<file path="config.mk">
export PLATFORM = sky130hd
export DESIGN_NAME = lsf_top
export DESIGN_NICKNAME = d
export VERILOG_FILES = /design/src/logic/lsf_pkg.sv /design/src/logic/lsf_top.sv /design/src/logic/lsf_countdown.sv /design/src/logic/lsf_ramp.sv
export SDC_FILE = /design/constraint.sdc
export NUM_CORES = 1
export LEC_CHECK = 0
export BUFFER_PORTS_ARGS = -buffer_cell sky130_fd_sc_hd__buf_2
export CAP_MARGIN = 5
export CORE_ASPECT_RATIO = 2
export CORE_MARGIN = 2
export CORE_UTILIZATION = 30
export DETAILED_ROUTE_END_ITERATION = 8
export HOLD_SLACK_MARGIN = 0.12
export PLACE_DENSITY = 0.5
export SLEW_MARGIN = 10
export SYNTH_ARGS = -nofsm -noshare
export SYNTH_HDL_FRONTEND = slang
export SYNTH_HIERARCHICAL = 1
export SYNTH_SLANG_ARGS = --single-unit
</file>
<file path="constraint.sdc">
create_clock -name ref_clk_i -period 6.3 [get_ports ref_clk_i]
set_input_delay 0.315 -clock ref_clk_i [delete_from_list [all_inputs] [get_ports ref_clk_i]]
set_output_delay 0.315 -clock ref_clk_i [all_outputs]
set_load 0.005 [all_outputs]
</file>
<file path="src/logic/lsf_pkg.sv">
package lsf_pkg;

  // Clock
  localparam int CLK_PERIOD_NS = 10;

  // Register indices and byte addresses (byte address is four times the index)
  localparam logic [11:0] IDX_A_ENABLE = 12'h0ac;
  localparam logic [11:0] IDX_A_FLASH = 12'h0ad;
  localparam logic [11:0] IDX_B_DRIVE = 12'h0ae;
  localparam logic [15:0] ADDR_A_ENABLE = {2'h0, IDX_A_ENABLE, 2'h0};
  localparam logic [15:0] ADDR_A_FLASH = {2'h0, IDX_A_FLASH, 2'h0};
  localparam logic [15:0] ADDR_B_DRIVE = {2'h0, IDX_B_DRIVE, 2'h0};

  // Field positions
  localparam int A_ENA_BIT = 15;
  localparam int FUNC_BIT = 15;
  localparam int SRC_BIT = 14;
  localparam int DRIVE_BIT = 13;
  localparam int REPEAT_BIT = 12;
  localparam int LEN_LSB = 8;
  localparam int OFF_LSB = 4;
  localparam int ON_LSB = 0;
  localparam int B_ENA_BIT = 15;
  localparam int B_SLEEP_BIT = 12;
  localparam int B_LEVEL_LSB = 0;

  // AXI responses
  localparam logic [1:0] RESP_OKAY = 2'h0;
  localparam logic [1:0] RESP_SLVERR = 2'h2;

  // Timing, in the printed units, and derived cycle counts
  localparam int FLASH_UNIT_MS = 32;
  localparam int LEN_LONG_UNITS = 1024 / FLASH_UNIT_MS;
  localparam int REPEAT_S = 4;
  localparam int LED_RAMP_BASE_NS = 250_000_000;
  localparam int FLASH_RAMP_BASE_NS = 1_950_000;
  localparam int RAMP_STEPS = 256;
  localparam int FLASH_UNIT_CYC = FLASH_UNIT_MS * (1_000_000 / CLK_PERIOD_NS);
  localparam int REPEAT_CYC = REPEAT_S * (1_000_000_000 / CLK_PERIOD_NS);
  localparam int LED_STEP_CYC = LED_RAMP_BASE_NS / CLK_PERIOD_NS / RAMP_STEPS;
  localparam logic [31:0] FLASH_STEP_CYC = 32'(FLASH_RAMP_BASE_NS / CLK_PERIOD_NS / RAMP_STEPS);

  typedef struct packed {
    logic sink_a_function_select;
    logic sink_a_trigger_source;
    logic sink_a_drive_trigger;
    logic sink_a_repeat_select;
    logic [1:0] sink_a_pulse_length;
    logic [1:0] sink_a_rampdown_time;
    logic [1:0] sink_a_rampup_time;
  } lsf_a_ctl_s;

  typedef struct packed {
    logic sink_b_output_on;
    logic sink_b_sleep_behaviour;
    logic [5:0] sink_b_level_code;
  } lsf_b_ctl_s;

  localparam lsf_a_ctl_s A_CTL_RST = '0;
  localparam lsf_b_ctl_s B_CTL_RST = '0;

  typedef enum logic [1:0] {
    FL_IDLE = 2'b01,
    FL_RUN = 2'b10
  } lsf_flash_e;

endpackage

</file>
<file path="src/logic/lsf_top.sv">
// Added by the designer: register access over AXI4-Lite.
`timescale 1ns/10ps
// How it works
// (RL1) Sink A function bit 15 picks steady LED driving at 0 and timed flashing at 1.
// (RL2) In flash mode bit 14 picks the trigger: 0 the drive bit, 1 the flash pin.
// (RL3) The trigger source bit has no effect while sink A is in LED mode.
// (RL4) In LED mode drive bit 13 turns sink A on at 1 and off at 0.
// (RL5) With the register trigger, a rising drive bit starts one flash.
// (RL6) After a register-triggered flash the drive bit is cleared when the duration ends.
// (RL7) With the pin trigger, the drive bit neither starts nor affects a flash.
// (RL8) Repeat bit 12 gives one flash per trigger at 0 and a flash every 4 s at 1.
// (RL9) Length field 9:8 gives 32, 64, 96 or 1024 ms per flash.
// (RL10) Field 5:4 sets ramp-down: instant/0.25/0.5/1 s in LED mode, instant/1.95/3.91/7.8 ms flash.
// (RL11) Field 1:0 sets ramp-up with the same mode-dependent coding as ramp-down.
// (RL12) Drive defaults to zero and the power state machine clears every sink field.
// (RL13) Sink B enable bit 15 turns the second sink off at 0 and on at 1.
// (RL14) Sink B bit 12 at 0 forces it off in hibernate, at 1 keeps its active state.
// (RL15) Sink A enable bit 15 in its own register gates sink A, and is cleared by the power machine.
// (RL16) Sink B level code 5:0, reset to zero, is passed unchanged to the analogue sink.
module lsf_top import lsf_pkg::*; #(
  parameter int unsigned FLASH_UNIT_CYCLES = FLASH_UNIT_CYC,
  parameter int unsigned REPEAT_CYCLES = REPEAT_CYC,
  parameter int unsigned LED_STEP_CYCLES = LED_STEP_CYC
) (
  input wire logic ref_clk_i,
  input wire logic rst_n_i,
  input wire logic ce_i,
  input wire logic flash_pin_i,
  input wire logic hibernate_i,
  input wire logic psm_clear_i,
  input wire logic [15:0] s_axi_awaddr_i,
  input wire logic [2:0] s_axi_awprot_i,
  input wire logic s_axi_awvalid_i,
  output logic s_axi_awready_o,
  input wire logic [31:0] s_axi_wdata_i,
  input wire logic [3:0] s_axi_wstrb_i,
  input wire logic s_axi_wvalid_i,
  output logic s_axi_wready_o,
  output logic [1:0] s_axi_bresp_o,
  output logic s_axi_bvalid_o,
  input wire logic s_axi_bready_i,
  input wire logic [15:0] s_axi_araddr_i,
  input wire logic [2:0] s_axi_arprot_i,
  input wire logic s_axi_arvalid_i,
  output logic s_axi_arready_o,
  output logic [31:0] s_axi_rdata_o,
  output logic [1:0] s_axi_rresp_o,
  output logic s_axi_rvalid_o,
  input wire logic s_axi_rready_i,
  output logic [7:0] sink_a_level_o,
  output logic sink_a_pin_o,
  output logic sink_b_pin_o,
  output logic [5:0] sink_b_level_code_o
);
  typedef struct packed {
    logic a_ena;
    lsf_a_ctl_s a_ctl;
    lsf_b_ctl_s b_ctl;
    lsf_flash_e fsm;
    logic drive_prev;
    logic pin_s1;
    logic pin_s2;
    logic pin_prev;
    logic aw_hold;
    logic [15:0] awaddr;
    logic w_hold;
    logic [15:0] wdata;
    logic [1:0] wstrb;
    logic awready;
    logic wready;
    logic bvalid;
    logic [1:0] bresp;
    logic arready;
    logic rvalid;
    logic [1:0] rresp;
    logic [15:0] rdata;
    logic [7:0] a_level;
    logic a_on;
    logic b_on;
    logic [5:0] b_code;
  } lsf_top_s;

  lsf_top_s st_reg;
  lsf_top_s st_next;

  logic dur_busy, dur_done, rep_busy, rep_done;
  logic fl_start, fl_end, rep_run;
  logic drive_edge, pin_edge, trig;
  logic ramp_target;
  logic [31:0] ramp_base, ramp_step, dur_val;
  logic [7:0] ramp_level;
  logic wr_go, wr_drive_set;
  logic [15:0] wmask, old16, new16, rd16;
  logic [1:0] code;

  function automatic logic [15:0] a_pack(lsf_a_ctl_s c);
    logic [15:0] r;
    r = '0;
    r[FUNC_BIT] = c.sink_a_function_select;
    r[SRC_BIT] = c.sink_a_trigger_source;
    r[DRIVE_BIT] = c.sink_a_drive_trigger;
    r[REPEAT_BIT] = c.sink_a_repeat_select;
    r[LEN_LSB +: 2] = c.sink_a_pulse_length;
    r[OFF_LSB +: 2] = c.sink_a_rampdown_time;
    r[ON_LSB +: 2] = c.sink_a_rampup_time;
    return r;
  endfunction

  function automatic logic [15:0] b_pack(lsf_b_ctl_s c);
    logic [15:0] r;
    r = '0;
    r[B_ENA_BIT] = c.sink_b_output_on;
    r[B_SLEEP_BIT] = c.sink_b_sleep_behaviour;
    r[B_LEVEL_LSB +: 6] = c.sink_b_level_code;
    return r;
  endfunction

  always_comb begin
    // Input edges and flash triggers
    drive_edge = st_reg.a_ctl.sink_a_drive_trigger && !st_reg.drive_prev;
    pin_edge = st_reg.pin_s2 && !st_reg.pin_prev;
    rep_run = st_reg.a_ctl.sink_a_function_select && st_reg.a_ctl.sink_a_repeat_select; // RL8
    trig = (st_reg.a_ctl.sink_a_trigger_source ? pin_edge : drive_edge) // RL2 RL7
      || (rep_run && rep_done); // RL8
    fl_start = st_reg.fsm == FL_IDLE && st_reg.a_ctl.sink_a_function_select && trig; // RL3 RL5
    fl_end = st_reg.fsm == FL_RUN && dur_done;
    case (st_reg.a_ctl.sink_a_pulse_length) // RL9
      2'h0: dur_val = 32'(FLASH_UNIT_CYCLES);
      2'h1: dur_val = 32'(2 * FLASH_UNIT_CYCLES);
      2'h2: dur_val = 32'(3 * FLASH_UNIT_CYCLES);
      default: dur_val = 32'(LEN_LONG_UNITS * FLASH_UNIT_CYCLES);
    endcase
    // Ramp target and step period
    ramp_target = st_reg.a_ctl.sink_a_function_select ? (st_reg.fsm == FL_RUN) // RL1
      : st_reg.a_ctl.sink_a_drive_trigger; // RL4
    ramp_base = st_reg.a_ctl.sink_a_function_select ? FLASH_STEP_CYC : 32'(LED_STEP_CYCLES);
    code = ramp_target ? st_reg.a_ctl.sink_a_rampup_time // RL11
      : st_reg.a_ctl.sink_a_rampdown_time; // RL10
    case (code)
      2'h0: ramp_step = '0;
      2'h1: ramp_step = ramp_base;
      2'h2: ramp_step = ramp_base << 1;
      default: ramp_step = ramp_base << 2;
    endcase
    // Register write path
    wr_go = st_reg.aw_hold && st_reg.w_hold && !st_reg.bvalid;
    wmask = {{8{st_reg.wstrb[1]}}, {8{st_reg.wstrb[0]}}};
    case (st_reg.awaddr[15:2])
      ADDR_A_ENABLE[15:2]: old16 = {st_reg.a_ena, 15'h0};
      ADDR_A_FLASH[15:2]: old16 = a_pack(st_reg.a_ctl);
      ADDR_B_DRIVE[15:2]: old16 = b_pack(st_reg.b_ctl);
      default: old16 = '0;
    endcase
    new16 = (old16 & ~wmask) | (st_reg.wdata & wmask);
    wr_drive_set = wr_go && st_reg.awaddr[15:2] == ADDR_A_FLASH[15:2] && new16[DRIVE_BIT];
    case (s_axi_araddr_i[15:2])
      ADDR_A_ENABLE[15:2]: rd16 = {st_reg.a_ena, 15'h0};
      ADDR_A_FLASH[15:2]: rd16 = a_pack(st_reg.a_ctl);
      ADDR_B_DRIVE[15:2]: rd16 = b_pack(st_reg.b_ctl);
      default: rd16 = '0;
    endcase

    st_next = st_reg;
    st_next.pin_s1 = flash_pin_i;
    st_next.pin_s2 = st_reg.pin_s1;
    st_next.pin_prev = st_reg.pin_s2;
    st_next.drive_prev = st_reg.a_ctl.sink_a_drive_trigger;

    // Flash sequencer
    case (st_reg.fsm)
      FL_IDLE: begin
        if (fl_start) begin
          st_next.fsm = FL_RUN; // RL5
        end
      end
      FL_RUN: begin
        if (!st_reg.a_ctl.sink_a_function_select) begin
          st_next.fsm = FL_IDLE; // RL1
        end else if (dur_done) begin
          st_next.fsm = FL_IDLE;
          if (!st_reg.a_ctl.sink_a_trigger_source) begin
            st_next.a_ctl.sink_a_drive_trigger = 1'b0; // RL6
          end
        end
      end
      default: st_next.fsm = FL_IDLE;
    endcase

    // Write channel: address and data may arrive in either order
    if (s_axi_awvalid_i && st_reg.awready) begin
      st_next.aw_hold = 1'b1;
      st_next.awaddr = s_axi_awaddr_i;
    end
    if (s_axi_wvalid_i && st_reg.wready) begin
      st_next.w_hold = 1'b1;
      st_next.wdata = s_axi_wdata_i[15:0];
      st_next.wstrb = s_axi_wstrb_i[1:0];
    end
    if (wr_go) begin
      st_next.aw_hold = 1'b0;
      st_next.w_hold = 1'b0;
      st_next.bvalid = 1'b1;
      st_next.bresp = RESP_OKAY;
      case (st_reg.awaddr[15:2])
        ADDR_A_ENABLE[15:2]: st_next.a_ena = new16[A_ENA_BIT]; // RL15
        ADDR_A_FLASH[15:2]: begin
          st_next.a_ctl.sink_a_function_select = new16[FUNC_BIT];
          st_next.a_ctl.sink_a_trigger_source = new16[SRC_BIT];
          // A written drive bit wins over the end-of-flash clear; an unwritten lane keeps it
          st_next.a_ctl.sink_a_drive_trigger = st_reg.wstrb[1] ? new16[DRIVE_BIT]
            : st_next.a_ctl.sink_a_drive_trigger;
          st_next.a_ctl.sink_a_repeat_select = new16[REPEAT_BIT];
          st_next.a_ctl.sink_a_pulse_length = new16[LEN_LSB +: 2];
          st_next.a_ctl.sink_a_rampdown_time = new16[OFF_LSB +: 2];
          st_next.a_ctl.sink_a_rampup_time = new16[ON_LSB +: 2];
        end
        ADDR_B_DRIVE[15:2]: begin
          st_next.b_ctl.sink_b_output_on = new16[B_ENA_BIT];
          st_next.b_ctl.sink_b_sleep_behaviour = new16[B_SLEEP_BIT];
          st_next.b_ctl.sink_b_level_code = new16[B_LEVEL_LSB +: 6];
        end
        default: st_next.bresp = RESP_SLVERR;
      endcase
    end
    if (st_reg.bvalid && s_axi_bready_i) begin
      st_next.bvalid = 1'b0;
    end

    // Read channel
    if (st_reg.rvalid && s_axi_rready_i) begin
      st_next.rvalid = 1'b0;
    end
    if (s_axi_arvalid_i && st_reg.arready) begin
      st_next.rvalid = 1'b1;
      st_next.rdata = rd16;
      case (s_axi_araddr_i[15:2])
        ADDR_A_ENABLE[15:2], ADDR_A_FLASH[15:2], ADDR_B_DRIVE[15:2]: st_next.rresp = RESP_OKAY;
        default: st_next.rresp = RESP_SLVERR;
      endcase
    end

    // Power state machine returns every field to its default
    if (psm_clear_i) begin
      st_next.a_ena = 1'b0; // RL12 RL15
      st_next.a_ctl = A_CTL_RST; // RL12
      st_next.b_ctl = B_CTL_RST; // RL12
      st_next.fsm = FL_IDLE;
    end

    st_next.awready = !st_next.aw_hold && !st_next.bvalid;
    st_next.wready = !st_next.w_hold && !st_next.bvalid;
    st_next.arready = !st_next.rvalid;

    // Sink outputs
    st_next.a_level = st_reg.a_ena ? ramp_level : 8'h00; // RL15
    st_next.a_on = st_reg.a_ena && ramp_level != 8'h00; // RL15
    st_next.b_on = st_reg.b_ctl.sink_b_output_on // RL13
      && (!hibernate_i || st_reg.b_ctl.sink_b_sleep_behaviour); // RL14
    st_next.b_code = st_reg.b_ctl.sink_b_level_code; // RL16
  end

  always_ff @(posedge ref_clk_i) begin
    if (!rst_n_i) begin
      st_reg <= '{fsm: FL_IDLE, a_ctl: A_CTL_RST, b_ctl: B_CTL_RST, default: '0};
    end else if (ce_i) begin
      st_reg <= st_next;
    end
  end

  lsf_countdown #(.W(32)) u_dur (
    .ref_clk_i(ref_clk_i),
    .rst_n_i(rst_n_i),
    .ce_i(ce_i),
    .load_i(fl_start),
    .clr_i(!st_reg.a_ctl.sink_a_function_select),
    .load_val_i(dur_val),
    .busy_o(dur_busy),
    .done_o(dur_done)
  );

  lsf_countdown #(.W(32)) u_rep (
    .ref_clk_i(ref_clk_i),
    .rst_n_i(rst_n_i),
    .ce_i(ce_i),
    .load_i(rep_run && !rep_busy),
    .clr_i(!rep_run),
    .load_val_i(32'(REPEAT_CYCLES)),
    .busy_o(rep_busy),
    .done_o(rep_done)
  );

  lsf_ramp u_ramp (
    .ref_clk_i(ref_clk_i),
    .rst_n_i(rst_n_i),
    .ce_i(ce_i),
    .target_i(ramp_target),
    .step_cyc_i(ramp_step),
    .level_o(ramp_level)
  );

  assign s_axi_awready_o = st_reg.awready;
  assign s_axi_wready_o = st_reg.wready;
  assign s_axi_bresp_o = st_reg.bresp;
  assign s_axi_bvalid_o = st_reg.bvalid;
  assign s_axi_arready_o = st_reg.arready;
  assign s_axi_rdata_o = {16'h0, st_reg.rdata};
  assign s_axi_rresp_o = st_reg.rresp;
  assign s_axi_rvalid_o = st_reg.rvalid;
  assign sink_a_level_o = st_reg.a_level;
  assign sink_a_pin_o = st_reg.a_on;
  assign sink_b_pin_o = st_reg.b_on;
  assign sink_b_level_code_o = st_reg.b_code;
endmodule // lsf_top

</file>
<file path="src/logic/lsf_countdown.sv">
`timescale 1ns/10ps
module lsf_countdown #(
  parameter int W = 32
) (
  input wire logic ref_clk_i,
  input wire logic rst_n_i,
  input wire logic ce_i,
  input wire logic load_i,
  input wire logic clr_i,
  input wire logic [W-1:0] load_val_i,
  output logic busy_o,
  output logic done_o
);
  typedef struct packed {
    logic [W-1:0] cnt;
    logic done;
  } lsf_cd_s;

  lsf_cd_s st_reg;
  lsf_cd_s st_next;

  always_comb begin
    st_next = st_reg;
    st_next.done = 1'b0;
    if (clr_i) begin
      st_next.cnt = '0;
    end else if (load_i) begin
      st_next.cnt = load_val_i;
    end else if (st_reg.cnt != '0) begin
      st_next.cnt = st_reg.cnt - 1'b1;
      st_next.done = (st_reg.cnt == W'(1));
    end
  end

  always_ff @(posedge ref_clk_i) begin
    if (!rst_n_i) begin
      st_reg <= '0;
    end else if (ce_i) begin
      st_reg <= st_next;
    end
  end

  assign busy_o = (st_reg.cnt != '0);
  assign done_o = st_reg.done;
endmodule // lsf_countdown

</file>
<file path="src/logic/lsf_ramp.sv">
`timescale 1ns/10ps
module lsf_ramp (
  input wire logic ref_clk_i,
  input wire logic rst_n_i,
  input wire logic ce_i,
  input wire logic target_i,
  input wire logic [31:0] step_cyc_i,
  output logic [7:0] level_o
);
  typedef struct packed {
    logic [7:0] level;
    logic [31:0] pre;
  } lsf_ramp_s;

  lsf_ramp_s st_reg;
  lsf_ramp_s st_next;
  logic [7:0] goal;

  always_comb begin
    st_next = st_reg;
    goal = target_i ? 8'hff : 8'h00;
    if (st_reg.level == goal) begin
      st_next.pre = '0;
    end else if (step_cyc_i == '0) begin
      st_next.level = goal;
      st_next.pre = '0;
    end else if (st_reg.pre + 32'h1 >= step_cyc_i) begin
      st_next.pre = '0;
      st_next.level = target_i ? st_reg.level + 8'h1 : st_reg.level - 8'h1;
    end else begin
      st_next.pre = st_reg.pre + 32'h1;
    end
  end

  always_ff @(posedge ref_clk_i) begin
    if (!rst_n_i) begin
      st_reg <= '0;
    end else if (ce_i) begin
      st_reg <= st_next;
    end
  end

  assign level_o = st_reg.level;
endmodule // lsf_ramp

</file>
Yosys cells after proc, flatten, opt, wreduce, memory -nomap -nowiden
Cells that the tools add are included.
{"block": "totals", "output_inout_bits": 57, "mem_bits_ro": 0, "ff_bits": 208, "inputBits": 85, "mem_bits_rw": 0, "n_memories": 0, "latch_bits": 0, "elab_cells": 171}
{"block": "classes", "eq_ne": 19, "reduce_logical": 53, "muxes": 49, "div_mod_pow": 0, "shifts": 0, "n_lt_le_gt_ge": 1, "bitwise_logic": 5, "mul": 0, "n_addsub": 5}
{"op": "32-bit 2-to-1 mux", "count": 6}
{"op": "16-bit one-hot mux with 3 select lines", "count": 2}
{"op": "14-bit by 8-bit equality test with 1-bit output (second input constant)", "count": 6}
{"op": "27-bit one-hot mux with 3 select lines", "count": 1}
{"op": "33-bit 2-to-1 mux", "count": 2}
{"op": "32-bit by 1-bit equality test with 1-bit output (second input constant)", "count": 2}
{"op": "32-bit nonzero test", "count": 2}
{"op": "32-bit by 1-bit subtractor with 32-bit output (second input constant)", "count": 2}
{"op": "19-bit 2-to-1 mux", "count": 3}
{"op": "19-bit one-hot mux with 3 select lines", "count": 1}
{"op": "40-bit 2-to-1 mux", "count": 1}
{"op": "8-bit 2-to-1 mux", "count": 5}
{"op": "17-bit 2-to-1 mux", "count": 2}
{"op": "32-bit by 1-bit adder with 32-bit output (second input constant)", "count": 1}
{"op": "16-bit AND", "count": 2}
{"op": "32-bit by 19-bit greater-or-equal comparator with 1-bit output", "count": 1}
{"op": "32-bit logical NOT", "count": 1}
{"op": "21-bit 2-to-1 mux", "count": 1}
{"op": "1-bit logical AND", "count": 18}
{"op": "1-bit 2-to-1 mux", "count": 16}
{"op": "16-bit NOT", "count": 1}
{"op": "16-bit OR", "count": 1}
{"op": "3-bit AND reduction", "count": 5}
{"op": "2-bit 2-to-1 mux", "count": 6}
{"op": "other kinds (20)", "count": 44}

Longest topological paths before layout
Gate-level depths: netlist of run 1.
{"block": "logic_depth", "depth_word": 9, "depth_mapped": 18, "ltp_nobuf": 17}

Modules after synthesis
Netlist of run 1, hierarchy kept.
{"module": "lsf_top", "seq_area_each_um2": 1801.7, "area_each_um2": 4513.1, "cells_each": 542, "instances": 1}
{"module": "lsf_countdown", "seq_area_each_um2": 660.6, "area_each_um2": 2169.6, "cells_each": 275, "instances": 2}
{"module": "lsf_ramp", "seq_area_each_um2": 800.8, "area_each_um2": 3180.6, "cells_each": 384, "instances": 1}

Worst setup path after synthesis of run 1
No wires, ideal clock.
{"block": "synth_path", "kind": "register to register", "startpoint": "reg st_reg, in the netlist st_next[80]", "endpoint": "reg u_ramp/st_reg[18] in the netlist's numbering", "path_buffers": 1, "required_time_ns": 6.183, "slack_ns": 2.242, "path_stages_with_launch": 18, "period_less_slack_ns": 4.058, "arrival_time_ns": 3.940, "cell_sequence": "dfxtp_1 inv_1 o21ai_0 mux2i_1 inv_1 ha_1 nor2_1 nor2_1 or2_2 inv_1 ha_1 nand4_1 or4_1 a221o_1 o211ai_2 a311oi_4 clkbuf_1 a32o_1"}
{"block": "synth_between", "elab_chain_cells": 8, "word_cells_on_any_way": 13}
{"element": "start, declared", "line_no": "lsf_top.sv:83", "source": "lsf_top_s st_reg;"}
{"element": "start signal, assigned", "line_no": "lsf_top.sv:266", "source": "st_reg <= st_next;"}
{"element": "1-bit 2-to-1 mux (*)", "line_no": "lsf_top.sv:134", "source": "ramp_target = st_reg.a_ctl.sink_a_function_select ? (st_reg.fsm == FL_RUN)"}
{"element": "named net ramp_target", "line_no": "lsf_top.sv:89", "source": "logic ramp_target;"}
{"element": "2-bit 2-to-1 mux (*)", "line_no": "lsf_top.sv:137", "source": "code = ramp_target ? st_reg.a_ctl.sink_a_rampup_time"}
{"element": "2-bit equality test (tied with other cells)", "line_no": "lsf_top.sv:139", "source": "case (code)"}
{"element": "19-bit one-hot mux with 3 select lines (*)", "line_no": "lsf_top.sv:139"}
{"element": "named net ramp_step[16]", "line_no": "lsf_top.sv:90", "source": "logic [31:0] ramp_base, ramp_step, dur_val;"}
{"element": "32-bit by 19-bit greater-or-equal comparator with 1-bit output", "line_no": "lsf_ramp.sv:27", "source": "end else if (st_reg.pre + 32'h1 >= step_cyc_i) begin"}
{"element": "32-bit 2-to-1 mux", "line_no": "lsf_ramp.sv:27"}
{"element": "40-bit 2-to-1 mux (*)", "line_no": "lsf_ramp.sv:24", "source": "end else if (step_cyc_i == '0) begin"}
{"element": "32-bit 2-to-1 mux (*)", "line_no": "lsf_ramp.sv:22", "source": "if (st_reg.level == goal) begin"}
{"element": "end signal, assigned", "line_no": "lsf_ramp.sv:39", "source": "st_reg <= st_next;"}
{"element": "end, declared", "line_no": "lsf_ramp.sv:15", "source": "lsf_ramp_s st_reg;"}
Mark *: on every way through the listed nets, which the timed path passes. The rest lies on a longest branch.
A chain may end at the register's enable or synchronous reset.

==> results of run 1 <==
where the power goes:
group          leakage [nW]  internal [mW]  switching [mW]
sequential             1.58           1.25         0.00691
clock                 0.289          0.577           0.558
combinational          3.76         0.0538          0.0762
worst min-delay path, delay by kind of cell:
family,cells,cell delay [ps]
buffers and inverters,1,100
and+or+nand+nor,2,100
AOI/OAI and AO/OA,1,70
area by class of cell:
type,count,area share
flip-flops and latches,196,0.285
repair buffers,132,0.0615
clock inverters,14,0.0116
clock buffers,18,0.0320
well taps,525,0.0478
multi-input cells,1169,0.542
inverters,71,0.0194
final timing paths:
path                       end  slack (ps)  depth (start not counted)
max          u_ramp/level_o[2]        1810                         16
min             s_axi_bvalid_o         170                          4
max reg2reg  u_ramp/level_o[2]        1810                         16
min reg2reg         st_reg[52]         470                          2
metal layers:
metal  vias to the layer above  global-route usage
li1                       5482                   -
met1                      5260               0.176
met4                         4              0.0919
met2                       257               0.335
met5                         -                   0
met3                        73              0.0238
cell usage in the layout, fill, tap and decap left out, drive strengths merged, types with 8 or more instances in the layout:
| cell type | n |
|---|---|
| mux2i | 29 |
| clkbuf | 18 |
| nor4 | 48 |
| xnor2 | 21 |
| nand3 | 58 |
| and3 | 23 |
| inv | 80 |
| o2bb2ai | 16 |
| buf | 103 |
| dlygate4sd3 | 29 |
| or4 | 13 |
| nor2b | 51 |
| o31ai | 14 |
| xor2 | 14 |
| nor3 | 37 |
| nor2 | 83 |
| a21boi | 37 |
| o21ai | 75 |
| a21oi | 54 |
| a221o | 11 |
| or3 | 29 |
| a32o | 36 |
| conb | 100 |
| a22oi | 45 |
| nand2b | 10 |
| dfxtp | 196 |
| ha | 55 |
| nand4 | 28 |
| and2 | 13 |
| o21a | 8 |
| a21o | 15 |
| nand2 | 149 |
per-stage QoR:
step | hold slack (ps) | utilization | power, mW | area [sq um] | setup WS, ps
floorplan | 426 | - | 1.36 | 12400 | 2240
global placement | 450 | 0.325 | 1.40 | 12900 | 1890
detailed placement | 458 | 0.325 | 1.40 | 12900 | 1820
CTS | 154 | 0.347 | 2.56 | 13700 | 1800
global route | 179 | 0.347 | 2.61 | 13700 | 1490
finish | 172 | 0.347 | 2.52 | 13700 | 1810
==> metrics.csv, run 1 <==
metric,value,unit
pin count of the biggest net entering global routing,63,
area taken by multi-input logic gates,7450,sq um
post-DR vias/cell,5.21,
Initial Util,0.304,
P_leak,5.63,nW
Post-Place Cells,2064,
worst hold path type,in2reg,
clock tree buffer depth,2,
Die Area,41800,sq um
maxcap violations,0,
Fin. Hold Viols,0,
power per cell area,183,nW/um^2
# IOs,142,
I/O Buffers,87,
PostCTS Resize Cnt,0,
Routed met2 length,19.6,mm
Critical-path top delay cell,or4_1,
max reg flops,46,
DRT iter0 DRCs,672,
CTS Hold Buffers Added,29,
Reg area,3920,sq um
H-Tree Depth,4,
CTS tree,built,
Inserted Diodes,0,
Synth Area per Inst,8.16,sq um
unrepaired setup endpoints after global routing,false,
Clock transition at path regs,80,ps
Max Fclk,223,MHz
Antenna Nets Post-Route,0,
"Min Clock Period, post-route",4490,ps
CP bufs+invs,2,
Post-DP HPWL,27.0,mm
Synth-to-Final Area Change,14.3,%
Die Height,287,um
GP Congestion,0.860,
Setup Skew,10.1,ps
drt drc,0,
YS warnings,6,
status,"complete, no violations",
global-route wire length before repair,57.7,mm
postcts setup bufs,0,
"CP delay by family, top",simple AND/OR/NAND/NOR gates,
Worst setup SP type,flip-flop,
DR vias,11100,
fin crit share,0.712,
Crit. Startpoint,st_reg[81],
Finished Layout Cells,2125,
CTS Sinks,196,
Die Span X,146,um
CP max stage delay,580,ps
Setup Crit Path Kind,reg2reg,
slew margin rel.,0.202,
Synth Instances,1475,
# rows,103,
Setup Viol. Count Final,0,
crit end category,flip-flop,
nets,1728,
TritonCTS buffer count,17,
CP cell instances,"nand3b_1, o21ai_0, buf_4, mux2i_1, ha_1, nor3_1, nor2_1, inv_1, ha_1, nand4_1, or4_1, a221o_1, o211ai_2, a311oi_4, nand2b_1, mux2i_1",
met1 wire length,13.9,mm
Pre-antenna DRT Iters,6,
Max Slew Vio Count,0,
worst hold start,s_axi_bready_i,
"Clk Latency, worst-skew pair",460,ps
setup_tns,0,ps
metal3 WL,1.18,mm
number of global-route vias before repair,10900,
share of cells above drive strength 1,0.102,
Least-Margin Pin Slew,1190,ps
Critical R2R Launch,st_reg[81],
worst endpoint required time,6630,ps
maximum VDD drop,0.200,mV
core area,39600,sq um
CTS Root Cell,clkbuf_16,
WP data arrival,4820,ps
drt total wl,36.3,mm
CP Max Fanout,9,
max layer used,met5,
initial antenna violation count,2,
synthesized area,12000,sq um
Fillers,4192,
drt wl/cell,17.1,um
gr usage total,0.172,
total grt overflow,0,
Note: power is estimated with default switching activity, not from simulation.
==> inputs of run 2 (changes only) <==
--- a/config.mk
+++ b/config.mk
@@ -12,7 +12,7 @@
 export CORE_UTILIZATION = 30
 export DETAILED_ROUTE_END_ITERATION = 8
 export HOLD_SLACK_MARGIN = 0.12
-export PLACE_DENSITY = 0.5
+export PLACE_DENSITY = 0.51
 export SLEW_MARGIN = 10
 export SYNTH_ARGS = -nofsm -noshare
 export SYNTH_HDL_FRONTEND = slang
==> constraint.sdc (replaced) <==
create_clock -name ref_clk_i -period 3.6 [get_ports ref_clk_i]
set_input_delay 0.18 -clock ref_clk_i [delete_from_list [all_inputs] [get_ports ref_clk_i]]
set_output_delay 0.18 -clock ref_clk_i [all_outputs]
set_load 0.005 [all_outputs]
==> run 2 against run 1 <==
  * Maximum frequency up 20%
  * Die area did not move
  * Utilization rose by 2.6 points
  * Global-route usage increased by 0.37 points
  * First-iteration DRC count shrank 2.5%
  * The flow now finishes with violations (negative setup slack)
  * Largest power group unchanged
  * Flip-flop and latch count unchanged
  * Count of clock-buffer cells in the layout increased by 1
  * Combinational power increased by 82%
  * Worst hold slack got worse by 20 ps
  * Final cell count up 4.0%
  * Critical endpoint is now u_ramp/level_o[7]
==> metrics.csv, run 2 (synthesized netlist as in run 1, its figures left out) <==
metric,value,unit,change
status,"finished, violations left",,"was complete, no violations"
failing checks,negative setup slack,,
"Clk Latency, worst-skew pair",460,ps,about the same
maximum VDD drop,0.355,mV,was 0.200 mV
clock power share,0.454,,was 0.451
Flop pwr share,0.493,,was 0.497
# IOs,142,,unchanged
drt total wl,37.0,mm,was 36.3 mm
Fin. Hold Viols,0,,unchanged
total grt overflow,0,,unchanged
max reg flops,46,,unchanged
Setup Skew,12.1,ps,was 10.1 ps
Fillers,4168,,was 4192
drt drc,0,,unchanged
Comb pwr share,0.053,,was 0.052
CTS tree,built,,unchanged
cell internal pwr,3.32,mW,was 1.88 mW
Net Sw Power,1.13,mW,was 0.641 mW
worst hold path type,in2reg,,unchanged
total chip power,4.44,mW,was 2.52 mW
drt wl/cell,16.7,um,was 17.1 um
Max Fclk,268,MHz,was 223 MHz
Post-DP HPWL,27.6,mm,was 27.0 mm
area taken by multi-input logic gates,7780,sq um,was 7450 sq um
global-route wire length before repair,59.3,mm,was 57.7 mm
Synth-to-Final Area Change,22.8,%,was 14.3%
Net Sw Frac,0.254,,was 0.255
Pre-antenna DRT Iters,5,,was 6
unrepaired setup endpoints after global routing,true,,was false
core area,39600,sq um,unchanged
number of global-route vias before repair,11400,,was 10900
CP Max Fanout,7,,was 9
gr usage total,0.176,,was 0.172
DR vias,11400,,was 11100
Worst setup SP type,flip-flop,,unchanged
initial antenna violation count,0,,was 2
DRT iter0 DRCs,655,,was 672
share of cells above drive strength 1,0.177,,was 0.102
TritonCTS buffer count,17,,unchanged
Setup Viol. Count Final,39,,was 0
Clock transition at path regs,80,ps,about the same
Inserted Diodes,0,,unchanged
Die Span X,146,um,unchanged
fin crit share,1.04,,was 0.712
I/O Buffers,87,,unchanged
Reg area,3930,sq um,was 3920 sq um
WP data arrival,4070,ps,was 4820 ps
worst endpoint required time,3950,ps,was 6630 ps
maxcap violations,0,,unchanged
GP Congestion,0.855,,was 0.860
P_leak,6.11,nW,was 5.63 nW
H-Tree Depth,4,,unchanged
Initial Util,0.304,,unchanged
post-DR vias/cell,5.18,,was 5.21
nets,1813,,was 1728
CTS Sinks,196,,unchanged
"Min Clock Period, post-route",3730,ps,was 4490 ps
Die Height,287,um,unchanged
slew margin rel.,0.301,,was 0.202
Setup Crit Path Kind,reg2reg,,unchanged
fin util,0.373,,was 0.347
crit end category,flip-flop,,unchanged
power per cell area,301,nW/um^2,was 183 nW/um^2
# rows,103,,unchanged
pin count of the biggest net entering global routing,73,,was 63
Die Area,41800,sq um,unchanged
Max Slew Vio Count,0,,unchanged
setup ws final,-129,ps,was 1810 ps
clock tree buffer depth,2,,unchanged
Least-Margin Pin Slew,1050,ps,was 1190 ps
CTS Root Cell,clkbuf_16,,unchanged
most frequent cells in the layout,"191 x dfxtp_1, 146 x nand2_1, 100 x conb_1",,"was 196 x dfxtp_1, 149 x nand2_1, 100 x conb_1"
Antenna Nets Post-Route,0,,unchanged
"commonest non-fill, non-tap cell in the layout",dfxtp_1,,unchanged
-- run 2: power groups by stage --
stage / clock network, mW / logic, mW / registers, mW
2_1_floorplan: 0 / 0.143 / 2.24
3_3_place_gp: 0 / 0.203 / 2.24
3_5_place_dp: 0 / 0.205 / 2.24
4_1_cts: 2.08 / 0.237 / 2.19
5_1_grt: 2.14 / 0.267 / 2.19
6_report: 2.02 / 0.237 / 2.19
-- run 2: path summary, 6_finish.rpt --
kind                    startpoint                 to  slack, ps  cells past startpoint
setup / recovery        st_reg[81]  u_ramp/level_o[7]       -130                     18
hold / removal         hibernate_i       sink_b_pin_o        150                      4
setup reg to reg        st_reg[81]  u_ramp/level_o[7]       -130                     18
hold reg to reg   s_axi_rdata_o[1]   s_axi_rdata_o[1]        460                      2
-- run 2: critical path: stages, from the launching register on --
cell and delay, ps:
dfxtp_2 320, nand3b_1 210, o21ai_4 140, mux2i_4 340, inv_2 100, ha_4 190, nor2_2 160, nor2_2 60
or2_4 260, inv_2 50, ha_1 140, nand4_1 120, or4_4 430, a221o_1 310, o211ai_4 90, a311oi_4 180
buf_4 190, nor4b_2 200, o22ai_1 100
-- run 2: repair_timing --
item | 4_1_cts | 5_1_grt
gates resized for setup | 35 | 41
setup endpoints to repair | 40 | 40
pin swaps | 21 | 15
setup buffers | 7 | 6
hold buffers | 36 | 0
cloned | 3 | 0
endpoints found under the hold margin | 35 | 0
-- run 2: cell type report --
class,instances,share of cell area
well taps,525,0.0445
flip-flops and latches,196,0.266
clock buffers,19,0.0307
repair buffers,217,0.103
inverters,71,0.0180
clock inverters,13,0.0108
multi-input cells,1169,0.527
-- run 2: per-layer routing --
layer | share of wire | global-route usage | wire, um
met3 | 0.029 | 0.0225 | 1060
met5 | 0 | 0 | 0
met4 | 0.036 | 0.0760 | 1330
met1 | 0.39 | 0.189 | 14500
met2 | 0.54 | 0.341 | 20100
-- run 2: stage by stage --
step	hold slack (ps)	area [sq um]	setup TNS (ps)	setup WS (ps)	cells
after floorplan	325	12400	0	4.46	1573
final	152	14800	-2630	-129	2210
after global placement	437	13400	-1930	-72.8	2129
after CTS	146	14600	-2720	-99.7	2206
after detailed placement	445	13400	-6780	-201	2129
after global routing	158	14800	-8820	-276	2210
